[config.mk]
export PLATFORM = sky130hd
export DESIGN_NAME = srap_host
export DESIGN_NICKNAME = d
export VERILOG_FILES = /design/src/rtl/srap_host.v /design/src/rtl/srap_sync.v
export VERILOG_INCLUDE_DIRS = /design/src /design/src/include
export SDC_FILE = /design/constraint.sdc
export NUM_CORES = 1
export LEC_CHECK = 0
export ABC_CLOCK_PERIOD_IN_PS = 5400
export BUFFER_PORTS_ARGS = -buffer_cell sky130_fd_sc_hd__buf_2
export CAP_MARGIN = 10
export CORE_MARGIN = 2
export CORE_UTILIZATION = 60
export CTS_BUF_LIST = sky130_fd_sc_hd__clkbuf_4 sky130_fd_sc_hd__clkbuf_8 sky130_fd_sc_hd__clkbuf_16
export CTS_CLUSTER_SIZE = 8
export DETAILED_ROUTE_END_ITERATION = 7
export PLACE_DENSITY = 0.93
export SLEW_MARGIN = 15
export SYNTH_ARGS = -nofsm -noshare
export SYNTH_HDL_FRONTEND = slang
export SYNTH_SLANG_ARGS = --single-unit
[constraint.sdc]
create_clock -name mclk -period 5.4 [get_ports mclk]
set_clock_uncertainty 0.15 [all_clocks]
set_input_delay 1.08 -clock mclk [delete_from_list [all_inputs] [get_ports mclk]]
set_output_delay 1.08 -clock mclk [all_outputs]
set_load 0.005 [all_outputs]
[src/include/srap_defines.vh]
// timing, field and step constants for the serial register access host
`ifndef SRAP_DEFINES_VH
`define SRAP_DEFINES_VH

// clock and link timing: one link bit is four quarter phases
`define SRAP_CLK_MHZ      10
`define SRAP_QTR_NS       200
`define SRAP_QTR_CYC      ((`SRAP_QTR_NS * `SRAP_CLK_MHZ) / 1000)

// spi command word layout
`define SRAP_CMD_EN_PAT   5'h1c
`define SRAP_CMD_EN_MSB   15
`define SRAP_CMD_EN_LSB   11
`define SRAP_CMD_RNW_BIT  10
`define SRAP_SPI_BITS     4'hf

// two-wire addressing
`define SRAP_DEV_HI_PAT   5'h0b
`define SRAP_I2C_BITS     4'h7

// two-wire byte steps
`define SRAP_STEP_DEVW    3'h0
`define SRAP_STEP_AHI     3'h1
`define SRAP_STEP_ALO     3'h2
`define SRAP_STEP_DHI     3'h3
`define SRAP_STEP_DLO     3'h4
`define SRAP_STEP_DEVR    3'h5
`define SRAP_STEP_RHI     3'h6
`define SRAP_STEP_RLO     3'h7

// reset values
`define SRAP_RST_WORD     16'h0000

`endif

[src/rtl/srap_host.v]
// host controller driving the spi or two-wire register port of a touch controller
`timescale 1ns/10ps
`include "srap_defines.vh"
// Notes on behaviour
// - spi write sends command word with direction 0, then 16-bit data words
// - single spi write always shifts a full 32 bits
// - device samples input on rising clock; clock may idle low or high
// - command word is 11100, direction bit, then ten address bits
// - spi read sends command with direction 1, then 16 clocks per word
// - host keeps chip select low until every read bit is clocked
// - direction bit after slave address: 0 write, 1 read
// - two address bytes follow: bits 9:8 low in first, 7:0 second
// - third byte is data high, fourth data low, paired per register
// - host sends an even number of data bytes unless a high data byte is not acknowledged
// - host ends two-wire write with a stop, never a repeated start
// - spi transfer starts with chip select falling; output on falling edges
// - two-wire read sets pointer by write, restarts, high byte first
module srap_host (
  // clock and reset
  input  wire        mclk,
  input  wire        reset_n,
  // user request
  input  wire        start_req,
  input  wire        use_i2c,
  input  wire        rnw,
  input  wire [9:0]  reg_addr,
  input  wire [7:0]  word_cnt,
  input  wire [15:0] wr_data,
  input  wire        slave_addr_strap_high,
  input  wire        slave_addr_strap_low,
  // user answer
  output reg         busy,
  output reg         wr_take,
  output reg         rd_valid,
  output reg  [15:0] rd_data,
  output reg         nack_err,
  // spi pins
  output reg         spi_cs_n,
  output reg         spi_sclk,
  output reg         serial_in_pin,
  input  wire        serial_out_pin,
  // two-wire pins
  output reg         i2c_scl,
  output reg         sda_out,
  output reg         sda_oe,
  input  wire        sda_in
);

  localparam [4:0] S_IDLE  = 5'h01;
  localparam [4:0] S_START = 5'h02;
  localparam [4:0] S_SHIFT = 5'h04;
  localparam [4:0] S_ACK   = 5'h08;
  localparam [4:0] S_STOP  = 5'h10;

  localparam integer QTR_LAST_I = `SRAP_QTR_CYC - 1;
  localparam [3:0]   QTR_LAST   = QTR_LAST_I[3:0];

  reg  [4:0]  state_ff;
  reg  [3:0]  div_ff;
  reg  [1:0]  ph_ff;
  reg  [3:0]  bit_ff;
  reg  [15:0] sh_ff;
  reg  [15:0] rx_ff;
  reg  [7:0]  lo_ff;
  reg  [2:0]  step_ff;
  reg  [7:0]  words_ff;
  reg         i2c_ff;
  reg         rnw_ff;
  reg         in_cmd_ff;
  reg  [9:0]  addr_ff;
  reg  [1:0]  strap_ff;
  wire [1:0]  pins_s;
  wire        miso_s;
  wire        sda_s;
  wire        tick;
  wire        last_word;
  wire        rx_step;

  srap_sync u_sync (
    .mclk     (mclk),
    .reset_n  (reset_n),
    .async_in ({serial_out_pin, sda_in}),
    .sync_out (pins_s)
  );

  assign miso_s    = pins_s[1];
  assign sda_s     = pins_s[0];
  assign tick      = (div_ff == QTR_LAST);
  assign last_word = (words_ff == 8'h01);
  assign rx_step   = (step_ff == `SRAP_STEP_RHI) || (step_ff == `SRAP_STEP_RLO);

  // command word: enable pattern, direction, start address
  function [15:0] spi_cmd;
    input       dir;
    input [9:0] addr;
    begin
      spi_cmd = {`SRAP_CMD_EN_PAT, dir, addr};
    end
  endfunction

  // slave address byte in the upper half of the shifter
  function [15:0] dev_byte;
    input       dir;
    input [1:0] strap;
    begin
      dev_byte = {`SRAP_DEV_HI_PAT, strap, dir, 8'h00};
    end
  endfunction

  always @(posedge mclk) begin
    if (!reset_n) begin
      state_ff      <= S_IDLE;
      div_ff        <= 4'h0;
      ph_ff         <= 2'h0;
      bit_ff        <= 4'h0;
      sh_ff         <= `SRAP_RST_WORD;
      rx_ff         <= `SRAP_RST_WORD;
      lo_ff         <= 8'h00;
      step_ff       <= `SRAP_STEP_DEVW;
      words_ff      <= 8'h00;
      i2c_ff        <= 1'b0;
      rnw_ff        <= 1'b0;
      in_cmd_ff     <= 1'b0;
      addr_ff       <= 10'h000;
      strap_ff      <= 2'h0;
      busy          <= 1'b0;
      wr_take       <= 1'b0;
      rd_valid      <= 1'b0;
      rd_data       <= `SRAP_RST_WORD;
      nack_err      <= 1'b0;
      spi_cs_n      <= 1'b1;
      spi_sclk      <= 1'b0;
      serial_in_pin <= 1'b0;
      i2c_scl       <= 1'b1;
      sda_out       <= 1'b0;
      sda_oe        <= 1'b0;
    end else begin
      wr_take  <= 1'b0;
      rd_valid <= 1'b0;
      sda_out  <= 1'b0;
      if (state_ff == S_IDLE) begin
        div_ff <= 4'h0;
        ph_ff  <= 2'h0;
        if (start_req) begin
          state_ff  <= S_START;
          busy      <= 1'b1;
          nack_err  <= 1'b0;
          i2c_ff    <= use_i2c;
          rnw_ff    <= rnw;
          addr_ff   <= reg_addr;
          words_ff  <= word_cnt;
          strap_ff  <= {slave_addr_strap_high, slave_addr_strap_low};
          step_ff   <= `SRAP_STEP_DEVW;
          in_cmd_ff <= 1'b1;
          if (use_i2c) begin
            sh_ff <= dev_byte(1'b0, {slave_addr_strap_high, slave_addr_strap_low});
          end else begin
            sh_ff    <= spi_cmd(rnw, reg_addr);
            spi_cs_n <= 1'b0;
          end
        end
      end else begin
        div_ff <= tick ? 4'h0 : div_ff + 4'h1;
        if (tick) begin
          ph_ff <= ph_ff + 2'h1;
          case (state_ff)
            S_START: begin
              // start or repeated start: high-to-low on data while clock high
              if (i2c_ff) begin
                case (ph_ff)
                  2'h0: begin
                    i2c_scl <= 1'b0;
                    sda_oe  <= 1'b0;
                  end
                  2'h1: i2c_scl <= 1'b1;
                  2'h2: sda_oe <= 1'b1;
                  default: begin
                    state_ff <= S_SHIFT;
                    bit_ff   <= `SRAP_I2C_BITS;
                  end
                endcase
              end else if (ph_ff == 2'h3) begin
                state_ff <= S_SHIFT;
                bit_ff   <= `SRAP_SPI_BITS;
              end
            end
            S_SHIFT: begin
              case (ph_ff)
                2'h0: begin
                  // data changes only while the clock is low
                  if (i2c_ff) begin
                    i2c_scl <= 1'b0;
                    sda_oe  <= rx_step ? 1'b0 : ~sh_ff[15];
                  end else begin
                    spi_sclk      <= 1'b0;
                    serial_in_pin <= sh_ff[15];
                  end
                end
                2'h2: begin
                  if (i2c_ff) begin
                    i2c_scl <= 1'b1;
                  end else begin
                    spi_sclk <= 1'b1;
                  end
                end
                2'h3: begin
                  // sample late in the high phase to cover the synchroniser lag
                  rx_ff  <= {rx_ff[14:0], i2c_ff ? sda_s : miso_s};
                  sh_ff  <= {sh_ff[14:0], 1'b0};
                  bit_ff <= bit_ff - 4'h1;
                  if (bit_ff == 4'h0) begin
                    if (i2c_ff) begin
                      state_ff <= S_ACK;
                    end else if (in_cmd_ff) begin
                      in_cmd_ff <= 1'b0;
                      bit_ff    <= `SRAP_SPI_BITS;
                      if (!rnw_ff) begin
                        sh_ff   <= wr_data;
                        wr_take <= 1'b1;
                      end
                    end else begin
                      words_ff <= words_ff - 8'h01;
                      bit_ff   <= `SRAP_SPI_BITS;
                      if (rnw_ff) begin
                        rd_data  <= {rx_ff[14:0], miso_s};
                        rd_valid <= 1'b1;
                      end
                      if (last_word) begin
                        state_ff <= S_STOP;
                      end else if (!rnw_ff) begin
                        sh_ff   <= wr_data;
                        wr_take <= 1'b1;
                      end
                    end
                  end
                end
                default: begin
                end
              endcase
            end
            S_ACK: begin
              case (ph_ff)
                2'h0: begin
                  i2c_scl <= 1'b0;
                  // host acknowledges read bytes except the very last one
                  sda_oe  <= rx_step && !(step_ff == `SRAP_STEP_RLO && last_word);
                end
                2'h2: i2c_scl <= 1'b1;
                2'h3: begin
                  bit_ff   <= `SRAP_I2C_BITS;
                  state_ff <= S_SHIFT;
                  if (!rx_step && sda_s) begin
                    nack_err <= 1'b1;
                    state_ff <= S_STOP;
                  end else begin
                    case (step_ff)
                      `SRAP_STEP_DEVW: begin
                        step_ff <= `SRAP_STEP_AHI;
                        sh_ff   <= {6'h00, addr_ff[9:8], 8'h00};
                      end
                      `SRAP_STEP_AHI: begin
                        step_ff <= `SRAP_STEP_ALO;
                        sh_ff   <= {addr_ff[7:0], 8'h00};
                      end
                      `SRAP_STEP_ALO: begin
                        if (rnw_ff) begin
                          step_ff  <= `SRAP_STEP_DEVR;
                          sh_ff    <= dev_byte(1'b1, strap_ff);
                          state_ff <= S_START;
                        end else begin
                          step_ff <= `SRAP_STEP_DHI;
                          sh_ff   <= {wr_data[15:8], 8'h00};
                          lo_ff   <= wr_data[7:0];
                          wr_take <= 1'b1;
                        end
                      end
                      `SRAP_STEP_DHI: begin
                        step_ff <= `SRAP_STEP_DLO;
                        sh_ff   <= {lo_ff, 8'h00};
                      end
                      `SRAP_STEP_DLO: begin
                        words_ff <= words_ff - 8'h01;
                        if (last_word) begin
                          state_ff <= S_STOP;
                        end else begin
                          step_ff <= `SRAP_STEP_DHI;
                          sh_ff   <= {wr_data[15:8], 8'h00};
                          lo_ff   <= wr_data[7:0];
                          wr_take <= 1'b1;
                        end
                      end
                      `SRAP_STEP_DEVR: step_ff <= `SRAP_STEP_RHI;
                      `SRAP_STEP_RHI:  step_ff <= `SRAP_STEP_RLO;
                      default: begin
                        // pair of read bytes completes, high byte first
                        rd_data  <= rx_ff;
                        rd_valid <= 1'b1;
                        words_ff <= words_ff - 8'h01;
                        step_ff  <= `SRAP_STEP_RHI;
                        if (last_word) begin
                          state_ff <= S_STOP;
                        end
                      end
                    endcase
                  end
                end
                default: begin
                end
              endcase
            end
            S_STOP: begin
              case (ph_ff)
                2'h0: begin
                  if (i2c_ff) begin
                    i2c_scl <= 1'b0;
                    sda_oe  <= 1'b1;
                  end else begin
                    spi_sclk <= 1'b0;
                  end
                end
                2'h1: i2c_scl <= 1'b1;
                2'h2: begin
                  // low-to-high on data while clock high resets the device pointer
                  sda_oe   <= 1'b0;
                  spi_cs_n <= 1'b1;
                end
                default: begin
                  state_ff <= S_IDLE;
                  busy     <= 1'b0;
                end
              endcase
            end
            default: state_ff <= S_IDLE;
          endcase
        end
      end
    end
  end

endmodule

[src/rtl/srap_sync.v]
// three-stage input synchroniser with agreement filter
`timescale 1ns/10ps
module srap_sync (
  // clock and reset
  input  wire       mclk,
  input  wire       reset_n,
  // asynchronous inputs and their filtered copies
  input  wire [1:0] async_in,
  output reg  [1:0] sync_out
);

  reg [1:0] s1_ff;
  reg [1:0] s2_ff;
  reg [1:0] s3_ff;

  // only s2 reads s1; the output moves once stages two and three agree
  always @(posedge mclk) begin
    if (!reset_n) begin
      s1_ff    <= 2'h3;
      s2_ff    <= 2'h3;
      s3_ff    <= 2'h3;
      sync_out <= 2'h3;
    end else begin
      s1_ff    <= async_in;
      s2_ff    <= s1_ff;
      s3_ff    <= s2_ff;
      sync_out <= (s2_ff & s3_ff) | (~(s2_ff ^ s3_ff) & s3_ff) | ((s2_ff ^ s3_ff) & sync_out);
    end
  end

endmodule

==> metrics.yaml, run 1 <==
layout:
  final_nets: 816
  stdcell_area_mm2: 0.00664
  drive_above_1_share_pct: 15.4
  fin_cells: 903
  num_antenna_cells: 0
  final_core_util_pct: 71.8
  area_delta_synth_final_pct: 16.0
  fill_cells: 617
sta:
  max_slew_margin_pct: 17.4
  final.min_clock_period_ns: 3.56
  fmax_mhz: 281
  fin_crit_sh_pct: 65.9
  setup_viol: 0
  rsz0062_at_grt: "false"
  fin_setup_tns_ns: 0
  slew_violations: 0
  hold_viol: 0
  worst_pin_slew_ns: 1.24
floorplan:
  die_h_um: 102
  core_area_mm2: 0.00924
  row_count: 35
  start_util_pct: 61.9
  ios: 69
  die_width_um: 102
  dieArea_mm2: 0.0103
placed_design:
  dp_hpwl_mm: 10.3
  routabilityCongestion: 0.980
  numPortBuffers: 67
  placedCellCount: 870
  dpl_cell_area_mm2: 0.00602
clock_network:
  tritoncts: "yes"
  post_cts_buffers: 0
  cts_buffer_depth: 2
  hold_buffers: 0
  cts_root_buffer: "clkbuf_8"
  clkTransAtPathRegs_ns: 0.06
  cts_htree_levels: 4
  post_cts_resized: 0
  clkLatencyLatePin_ns: 0.53
  cts_made_buffers: 17
  cts.sinks: 114
setup_path:
  crit_chain: "nor3_1 > nand3_1 > nand2_1 > and2_1 > nor2_1 > a311oi_1"
  crit_fanout: 27
  crit_family: "simple AND/OR/NAND/NOR gates"
  start_kind: "flop"
  cpMaxStageDelayCell: "nand3_1"
  arrival_ns: 3.84
  crit_buf_inv: 0
  cp-end-kind: "flop"
  max_stage_delay_ns: 0.88
  cp.required_ns: 5.68
  path_class: "flop to flop"
yosys:
  syn_inst: 725
  synth_edf_count: 0
  ys_seq_elements: 114
  synth_area_mm2: 0.00572
  yosys-top-cells-count: "nand2_1 (127), dfxtp_1 (114), nor2_1 (84), a21oi_1 (76), clkbuf_1 (43)"
  synth_top_family_by_area: "simple AND/OR/NAND/NOR gates"
  synth_nets: 780
  synth_area_leader_cell: "dfxtp_1"
  yosys.area_share.simple_pct: 23.5
  post-synth-top-count-cell: "nand2_1"
  synth-xor-area-share_pct: 0.766
  synth_ff_type: "dfxtp_1"
  ys.warnings.count: 0
  synth_compound_area_share_pct: 21.4
  synth_top_area_share_pct: 39.9
  netlist_top_cells_area: "dfxtp_1 (40%), nand2_1 (8.3%), a21oi_1 (6.7%)"
  seq_area_frac_synth_pct: 39.9
  syn_avg_cell_area_um2: 7.89
  ys_types: 60
  synth.area.mux_share_pct: 6.76
  synthAdderAreaFrac_pct: 2.63
  async_reset_ff_share_pct: 0
route:
  avgViaCountPerCell: 6.53
  drt-total-wl_mm: 16.7
  vias: 5901
  wire_per_inst_um: 18.5
  ant_nets: 0
  drc: 0
  drt_iter0_drc: 737
  drt-pass1-iter-count: 6
power_and_ir_drop:
  p_leak_nw: 2.61
  p_per_area_mw_per_mm2: 447
  irDropWorstVdd_mv: 0.300
flow_run:
  max_cap_violations: 0
global_route:
  grt_pass1_wl_mm: 26.2
  grt_pass1_vias: 5546
  grt_overflow: 0
  antenna_found_initial: 0
  grt.total_usage_pct: 32.4
  grt_max_degree: 51
outcome:
  status: "finished clean"
min_path:
  worstHoldPathType: "flop to flop"
cell type report:
| cell class | instances | area [um2] | area share, % |
|---|---|---|---|
| clock inverters | 13 | 159 | 2.39 |
| multi-input cells | 543 | 3170 | 47.7 |
| repair buffers | 72 | 377 | 5.67 |
| inverters | 13 | 48.8 | 0.735 |
| well taps | 129 | 161 | 2.43 |
| flip-flops and latches | 114 | 2280 | 34.4 |
| clock buffers | 19 | 442 | 6.66 |
power breakdown:
group,leakage [nW],internal [W],total (W),switching [W]
clock network,0.290,0.000726,0.00114,0.000410
logic,1.39,0.000276,0.000795,0.000520
registers,0.928,0.000938,0.00103,0.0000949
stage by stage:
| step | hold WS (ns) | worst slack (ns) | power (W) |
|---|---|---|---|
| 6_report | 0.259 | 1.84 | 0.00296 |
| 5_1_grt | 0.296 | 1.67 | 0.00307 |
| 4_1_cts | 0.262 | 2.00 | 0.00293 |
| 3_5_place_dp | 0.243 | 1.90 | 0.00179 |
| 3_3_place_gp | 0.240 | 2.07 | 0.00174 |
| 2_1_floorplan | 0.236 | 3.08 | 0.00160 |
routing by layer:
layer  vias up  global-route usage [%]  part of all wire [%]  wire, um
met5         -                       0                     0         0
met4         0                    18.6                   4.8       807
met3        97                    8.07                   9.8      1640
met2       432                    53.5                    48      7930
met1      2731                    38.3                    38      6310
li1       2641                       -                     -         -
cells by family after synthesis:
group | count (synthesis)
flip-flops | 114
multiplexers | 38
adder cells (fa/ha/maj) | 12
AO/OA/AOI/OAI | 188
buffers and inverters | 68
AND/OR/NAND/NOR | 299
other | 1
XOR/XNOR | 5
final timing paths:
check                                  start                    endpoint  slack [ns]  depth (start not counted)
setup / recovery    state_ff[2]$_SDFFE_PN0P_       sh_ff[0]$_SDFFE_PN0P_        1.84                          6
setup reg to reg    state_ff[2]$_SDFFE_PN0P_       sh_ff[0]$_SDFFE_PN0P_        1.84                          6
hold reg to reg   u_sync.s1_ff[1]$_SDFF_PN1_  u_sync.s2_ff[1]$_SDFF_PN1_        0.26                          1
hold / removal    u_sync.s1_ff[1]$_SDFF_PN1_  u_sync.s2_ff[1]$_SDFF_PN1_        0.26                          1
cells in the final DEF (no fill, tap or decap), types with 9 or more instances in the layout:
master	instances
nand2_1	127
dfxtp_1	114
nor2_1	84
a21oi_1	76
buf_2	67
mux2i_1	33
o21ai_0	28
a311oi_1	20
nand3_1	19
clkbuf_16	16
nor3_1	15
inv_1	12
nand2b_1	12
ha_1	12
o22ai_1	9
sequential cells by signal (all words and copies together) (netlist names), 2 cells and up:
register         count
addr_ff             10
bit_ff               4
div_ff               4
lo_ff                8
ph_ff                2
rd_data             16
rx_ff               16
sh_ff               16
state_ff             5
step_ff              3
strap_ff             2
u_sync.s1_ff         2
u_sync.s2_ff         2
u_sync.s3_ff         2
u_sync.sync_out      2
words_ff             8
No activity file was read; power rests on OpenSTA's default activity.
==> run 2, diff against run 1 <==
ABC_CLOCK_PERIOD_IN_PS = 3100   (was 5400)
CORE_UTILIZATION = 53   (was 60)
PLACE_DENSITY = 0.88   (was 0.93)
clock period = 3.1 ns   (was 5.4 ns; I/O delays follow)
==> metrics.yaml, run 2 (synthesis gave the netlist of run 1 again) <==
power_and_ir_drop:
  p_clk_share_pct: 36.7  # -1.6 points
  p_per_area_mw_per_mm2: 761  # +70%
  p_leak_nw: 2.72  # +4.1%
  p_sw_share_pct: 33.6  # -0.98 points
  pwr-share-seq_pct: 34.5  # -0.4 points
  irDropWorstVdd_mv: 0.376  # +25%
  p_comb_share_pct: 28.8  # +2.0 points
  p_int_w: 0.00344  # +77%
  p_sw_w: 0.00174  # +70%
route:
  drc: 0  # unchanged
  avgViaCountPerCell: 6.14  # -6.1%
  wire_per_inst_um: 17.1  # -7.7%
  ant_nets: 0  # unchanged
  vias: 5720  # -3.1%
  drt_iter0_drc: 758  # +2.8%
  drt-total-wl_mm: 15.9  # -4.7%
  drt-pass1-iter-count: 6  # unchanged
sta:
  setup_viol: 0  # unchanged
  hold_viol: 0  # unchanged
  slew_violations: 0  # unchanged
  fmax_mhz: 362  # +29%
  fin_crit_sh_pct: 89.1  # +23 points
  worst_pin_slew_ns: 1.05  # -0.190 ns
  final.min_clock_period_ns: 2.76  # -0.795 ns
  rsz0062_at_grt: "false"
  fin_setup_tns_ns: 0  # unchanged
  max_slew_margin_pct: 29.7  # +12 points
clock_network:
  cts_buffer_depth: 2  # unchanged
  cts_made_buffers: 17  # unchanged
  hold_buffers: 0  # unchanged
  cts_root_buffer: "clkbuf_8"
  tritoncts: "yes"
  cts.sinks: 114  # unchanged
  clkTransAtPathRegs_ns: 0.06  # about the same
  post_cts_resized: 0  # unchanged
  clkLatencyLatePin_ns: 0.52  # about the same
  cts_htree_levels: 4  # unchanged
setup_path:
  arrival_ns: 3.02  # -0.82 ns
  crit_fanout: 32  # +19%
  path_common_cell: "nor2_1"
  crit_chain: "inv_1 > ha_1 > or4b_1 > nor2_1 > nand2_1 > a221oi_4 > buf_4 > nor2_1 > a311oi_1"
  max_stage_delay_ns: 0.54  # -0.34 ns
  path_class: "flop to flop"
  cp.required_ns: 3.36  # -2.32 ns
  cp-end-kind: "flop"
  crit_buf_inv: 2  # +2
  cpMaxStageDelayCell: "or4b_1"
  crit_family: "simple AND/OR/NAND/NOR gates"
  start_kind: "flop"
layout:
  stdcell_area_mm2: 0.00680  # +2.5%
  largestRegisters: "rd_data: 16 flops, rx_ff: 16 flops, sh_ff: 16 flops"
  final_nets: 839  # +2.8%
  final_common_cell: "nand2_1"
  num_antenna_cells: 0  # unchanged
  layout_common_cells: "nand2_1 (127), dfxtp_1 (114), nor2_1 (84)"
  drive_above_1_share_pct: 17.7  # +2.3 points
  area_delta_synth_final_pct: 18.9
  multi_input_area_mm2: 0.00317  # unchanged
  seq_area_mm2: 0.00228  # unchanged
  fill_cells: 853  # +38%
global_route:
  grt.total_usage_pct: 27.8  # -4.6 points
  grt_pass1_wl_mm: 25.8  # -1.5%
  antenna_found_initial: 0  # unchanged
  grt_max_degree: 39  # -24%
  grt_pass1_vias: 5349  # -3.6%
  grt_overflow: 0  # unchanged
floorplan:
  die_h_um: 108  # +6.1%
  die_width_um: 108  # +6.1%
  dieArea_mm2: 0.0116  # +13%
  start_util_pct: 54.9  # -7.0 points
  core_area_mm2: 0.0104  # +13%
  row_count: 37  # +5.7%
  ios: 69  # unchanged
placed_design:
  numPortBuffers: 67  # unchanged
  dpl_cell_area_mm2: 0.00618  # +2.6%
  dp_hpwl_mm: 10.0  # -2.8%
  routabilityCongestion: 0.959  # -2.2%
flow_run:
  max_cap_violations: 0  # unchanged
outcome:
  status: "finished clean"
min_path:
  worstHoldPathType: "primary input to flop"
==> run 2: worst paths after layout <==
| path | start | endpoint | slack (ns) | depth (start not counted) |
|---|---|---|---|---|
| worst max-delay path | bit_ff[0]$_SDFFE_PN0P_ | rd_data[15]$_SDFFE_PN0P_ | 0.34 | 9 |
| worst min-delay path | serial_out_pin | u_sync.s1_ff[1]$_SDFF_PN1_ | 0.13 | 2 |
| worst min register to register | u_sync.s1_ff[1]$_SDFF_PN1_ | u_sync.s2_ff[1]$_SDFF_PN1_ | 0.26 | 1 |
| worst max register to register | bit_ff[0]$_SDFFE_PN0P_ | rd_data[15]$_SDFFE_PN0P_ | 0.34 | 9 |
==> run 2: routing by layer <==
metal | routed length, um | GRT usage [%] | up-vias | part of all wire (%)
li1 | - | - | 2680 | -
met1 | 6340 | 35.3 | 2637 | 40
met2 | 7600 | 44.7 | 349 | 48
met3 | 1580 | 7.08 | 54 | 9.9
met4 | 377 | 12.1 | 0 | 2.4
met5 | 0 | 0 | - | 0
==> run 2: stage by stage <==
step / util [%] / hold WS [ns] / cells / worst slack, ns / total power [W]
after floorplan: - / 0.236 / 725 / 0.781 / 0.00279
after global placement: 59.4 / 0.237 / 897 / 0.292 / 0.00316
after detailed placement: 59.4 / 0.247 / 897 / 0.174 / 0.00319
after CTS: 64.9 / 0.124 / 928 / 0.0633 / 0.00509
after global routing: 65.3 / 0.145 / 932 / 0.193 / 0.00541
final: 65.3 / 0.126 / 932 / 0.338 / 0.00518
==> run 2: timing repair <==
| item | CTS | global route |
|---|---|---|
| buffers inserted | 0 | 4 |
| setup endpoints to repair | 0 | 5 |
| hold endpoints to repair | 0 | 0 |
==> run 2: final cells by class <==
cell class	count	area share (%)
Clock inverter	9	1.56
Tap cell	136	2.50
Sequential cell	114	33.5
Timing Repair Buffer	95	8.20
Clock buffer	22	6.92
Multi-Input combinational cell	543	46.6
Inverter	13	0.717
==> run 2: power by group through the flow <==
stage	logic, W	clock network, W	registers [W]
6_report	0.00149	0.00190	0.00179
5_1_grt	0.00163	0.00198	0.00180
4_1_cts	0.00141	0.00190	0.00178
3_5_place_dp	0.00139	0	0.00180
3_3_place_gp	0.00136	0	0.00180
2_1_floorplan	0.00104	0	0.00175
==> run 2: worst reg2reg max path, stage by stage, from the launching register on <==
cell and delay [ns]:
dfxtp_1 0.35, inv_1 0.11, ha_1 0.17, or4b_1 0.54
nor2_1 0.23, nand2_1 0.12, a221oi_4 0.25, buf_4 0.34
nor2_1 0.10, a311oi_1 0.30
==> run 3, diff against run 2 <==
BUFFER_PORTS_ARGS = -buffer_cell sky130_fd_sc_hd__clkbuf_2   (was -buffer_cell sky130_fd_sc_hd__buf_2)
==> metrics.yaml, run 3 (synthesis gave the netlist of run 1 again) <==
clock_network:
  cts.sinks: 114  # unchanged
  hold_buffers: 0  # unchanged
  post_cts_resized: 0  # unchanged
  clkLatencyLatePin_ns: 0.52  # about the same
  cts_made_buffers: 17  # unchanged
  cts_htree_levels: 4  # unchanged
  post_cts_buffers: 0  # unchanged
  cts_buffer_depth: 2  # unchanged
  clkTransAtPathRegs_ns: 0.06  # about the same
  tritoncts: "yes"
  cts_root_buffer: "clkbuf_8"
sta:
  slew_violations: 0  # unchanged
  hold_viol: 0  # unchanged
  fmax_mhz: 370  # +2.3%
  fin_setup_tns_ns: 0  # unchanged
  setup_viol: 0  # unchanged
  final.min_clock_period_ns: 2.70  # -0.0627 ns
  max_slew_margin_pct: 36.1  # +6.4 points
  fin_crit_sh_pct: 87.1  # -2.0 points
  worst_pin_slew_ns: 0.957  # -0.0927 ns
  rsz0062_at_grt: "false"
floorplan:
  die_h_um: 108  # unchanged
  start_util_pct: 54.9  # unchanged
  dieArea_mm2: 0.0116  # unchanged
  row_count: 37  # unchanged
  ios: 69  # unchanged
  core_area_mm2: 0.0104  # unchanged
  die_width_um: 108  # unchanged
route:
  drt_iter0_drc: 714  # -5.8%
  drc: 0  # unchanged
  drt-total-wl_mm: 16.4  # +2.9%
  wire_per_inst_um: 17.6  # +3.1%
  avgViaCountPerCell: 6.26  # +2.0%
  drt-pass1-iter-count: 5  # -1
  ant_nets: 0  # unchanged
  vias: 5829  # +1.9%
setup_path:
  cpMaxStageDelayCell: "or4b_1"
  timing.rr.start: "bit_ff[0]$_SDFFE_PN0P_"
  crit_chain: "inv_1 > ha_1 > or4b_1 > nor2_1 > nand2_1 > a221oi_4 > buf_4 > nor2_1 > a311oi_1"
  crit_fanout: 32  # unchanged
  path_class: "flop to flop"
  max_stage_delay_ns: 0.53  # about the same
  critPathCapture: "rd_data[1]$_SDFFE_PN0P_"
  rr_worst_depth: 9  # unchanged
  reg2reg_slack_ns: 0.40  # +0.06 ns
  cp.required_ns: 3.36  # about the same
  worst_r2r_endpoint: "rd_data[1]$_SDFFE_PN0P_"
  cp.depth: 9  # unchanged
  start_kind: "flop"
  path_common_cell: "nor2_1"
  cp-end-kind: "flop"
  crit_family: "simple AND/OR/NAND/NOR gates"
  arrival_ns: 2.96  # -0.06 ns
  critPathLaunch: "bit_ff[0]$_SDFFE_PN0P_"
  crit_buf_inv: 2  # unchanged
global_route:
  grt_pass1_wl_mm: 25.9  # +0.27%
  grt_overflow: 0  # unchanged
  grtUsageMet3_pct: 6.84  # -0.24 points
  grt_max_degree: 49  # +26%
  grt_busiest_layer: "met2"
  antenna_found_initial: 0  # unchanged
  grt_pass1_vias: 5321  # -0.52%
  grtUsageMet2_pct: 44.2  # -0.40 points
  use_met1_pct: 36.0  # +0.69 points
  grt.total_usage_pct: 28.3  # +0.44 points
layout:
  area_delta_synth_final_pct: 20.9
  stdcell_area_mm2: 0.00691  # +1.6%
  fin_cells: 931  # -0.11%
  layout_common_cells: "nand2_1 (127), dfxtp_1 (114), nor2_1 (84)"
  largestRegisters: "rd_data: 16 flops, rx_ff: 16 flops, sh_ff: 16 flops"
  final_nets: 837  # -0.24%
  drive_above_1_share_pct: 17.6  # -0.10 points
  num_antenna_cells: 0  # unchanged
  final_core_util_pct: 66.4  # +1.1 points
  seq_area_mm2: 0.00228  # unchanged
  final_common_cell: "nand2_1"
  fill_cells: 780  # -8.6%
  multi_input_area_mm2: 0.00317  # unchanged
power_and_ir_drop:
  p_int_w: 0.00379  # +10%
  p_sw_w: 0.00181  # +4.0%
  p_per_area_mw_per_mm2: 810  # +6.4%
  pwr-share-seq_pct: 31.9  # -2.6 points
  p_clk_share_pct: 41.1  # +4.4 points
  irDropWorstVdd_mv: 0.480  # +28%
  p_sw_share_pct: 32.3  # -1.3 points
  p_leak_nw: 2.76  # +1.7%
  p_comb_share_pct: 26.9  # -1.9 points
placed_design:
  routabilityCongestion: 0.960  # +0.13%
  dp_hpwl_mm: 9.70  # -3.4%
  numPortBuffers: 67  # unchanged
  placedCellCount: 897  # unchanged
  dpl_cell_area_mm2: 0.00620  # +0.20%
flow_run:
  max_cap_violations: 0  # unchanged
min_path:
  worstHoldPathType: "primary input to flop"
outcome:
  status: "finished clean"
run 3: cell count changes in the layout (fill, tap and decap cells not counted), sizes merged:
cell	delta
clkinvlp	-3
inv	+1
clkinv	+1
clkbuf	+65
bufinv	+5
buf	-70
run 3: final cells by class:
type | count | share of cell area (%)
clock inverters | 13 | 3.69
flip-flops and latches | 114 | 33.0
inverters | 13 | 0.706
repair buffers | 93 | 8.03
well taps | 136 | 2.46
clock buffers | 19 | 6.30
multi-input cells | 543 | 45.8
run 3: power by group through the flow:
stage               logic, W  clock network [W]  registers [W]
floorplan            0.00104                  0        0.00175
global route         0.00164            0.00238        0.00180
global placement     0.00137                  0        0.00180
detailed placement   0.00139                  0        0.00180
finish               0.00151            0.00230        0.00179
CTS                  0.00143            0.00231        0.00178
run 3: layer usage:
layer  up-vias  wire length, um  part of all wire (%)
li1       2683                -                     -
met5         -                0                     0
met2       366             7610                    47
met4         0              692                   4.2
met1      2708             6410                    39
met3        72             1650                    10
run 3: stage by stage:
stage / total power, W / setup slack (ns) / hold slack, ns
2_1_floorplan: 0.00279 / 0.781 / 0.236
3_3_place_gp: 0.00316 / 0.269 / 0.238
3_5_place_dp: 0.00319 / 0.225 / 0.259
4_1_cts: 0.00552 / 0.109 / 0.123
5_1_grt: 0.00582 / 0.198 / 0.132
6_report: 0.00560 / 0.401 / 0.133
run 3: worst register-to-register path: cells and delay by family (launching register included):
kind | cells | cell delay, ns
compound gates | 2 | 0.53
fa+ha+maj | 1 | 0.18
buf+inv | 2 | 0.45
flops | 1 | 0.33
simple gates | 4 | 0.95
run 3: worst min path at each step:
stage / start / to / slack [ns] / cells past startpoint
after floorplan: u_sync.s1_ff[0]$_SDFF_PN1_ / u_sync.s2_ff[0]$_SDFF_PN1_ / 0.24 / 1
after global placement: u_sync.s1_ff[1]$_SDFF_PN1_ / u_sync.s2_ff[1]$_SDFF_PN1_ / 0.24 / 1
after detailed placement: u_sync.s1_ff[0]$_SDFF_PN1_ / u_sync.s2_ff[0]$_SDFF_PN1_ / 0.26 / 1
after CTS: sda_in / u_sync.s1_ff[0]$_SDFF_PN1_ / 0.12 / 2
after global routing: sda_in / u_sync.s1_ff[0]$_SDFF_PN1_ / 0.13 / 2
final: serial_out_pin / u_sync.s1_ff[1]$_SDFF_PN1_ / 0.13 / 2
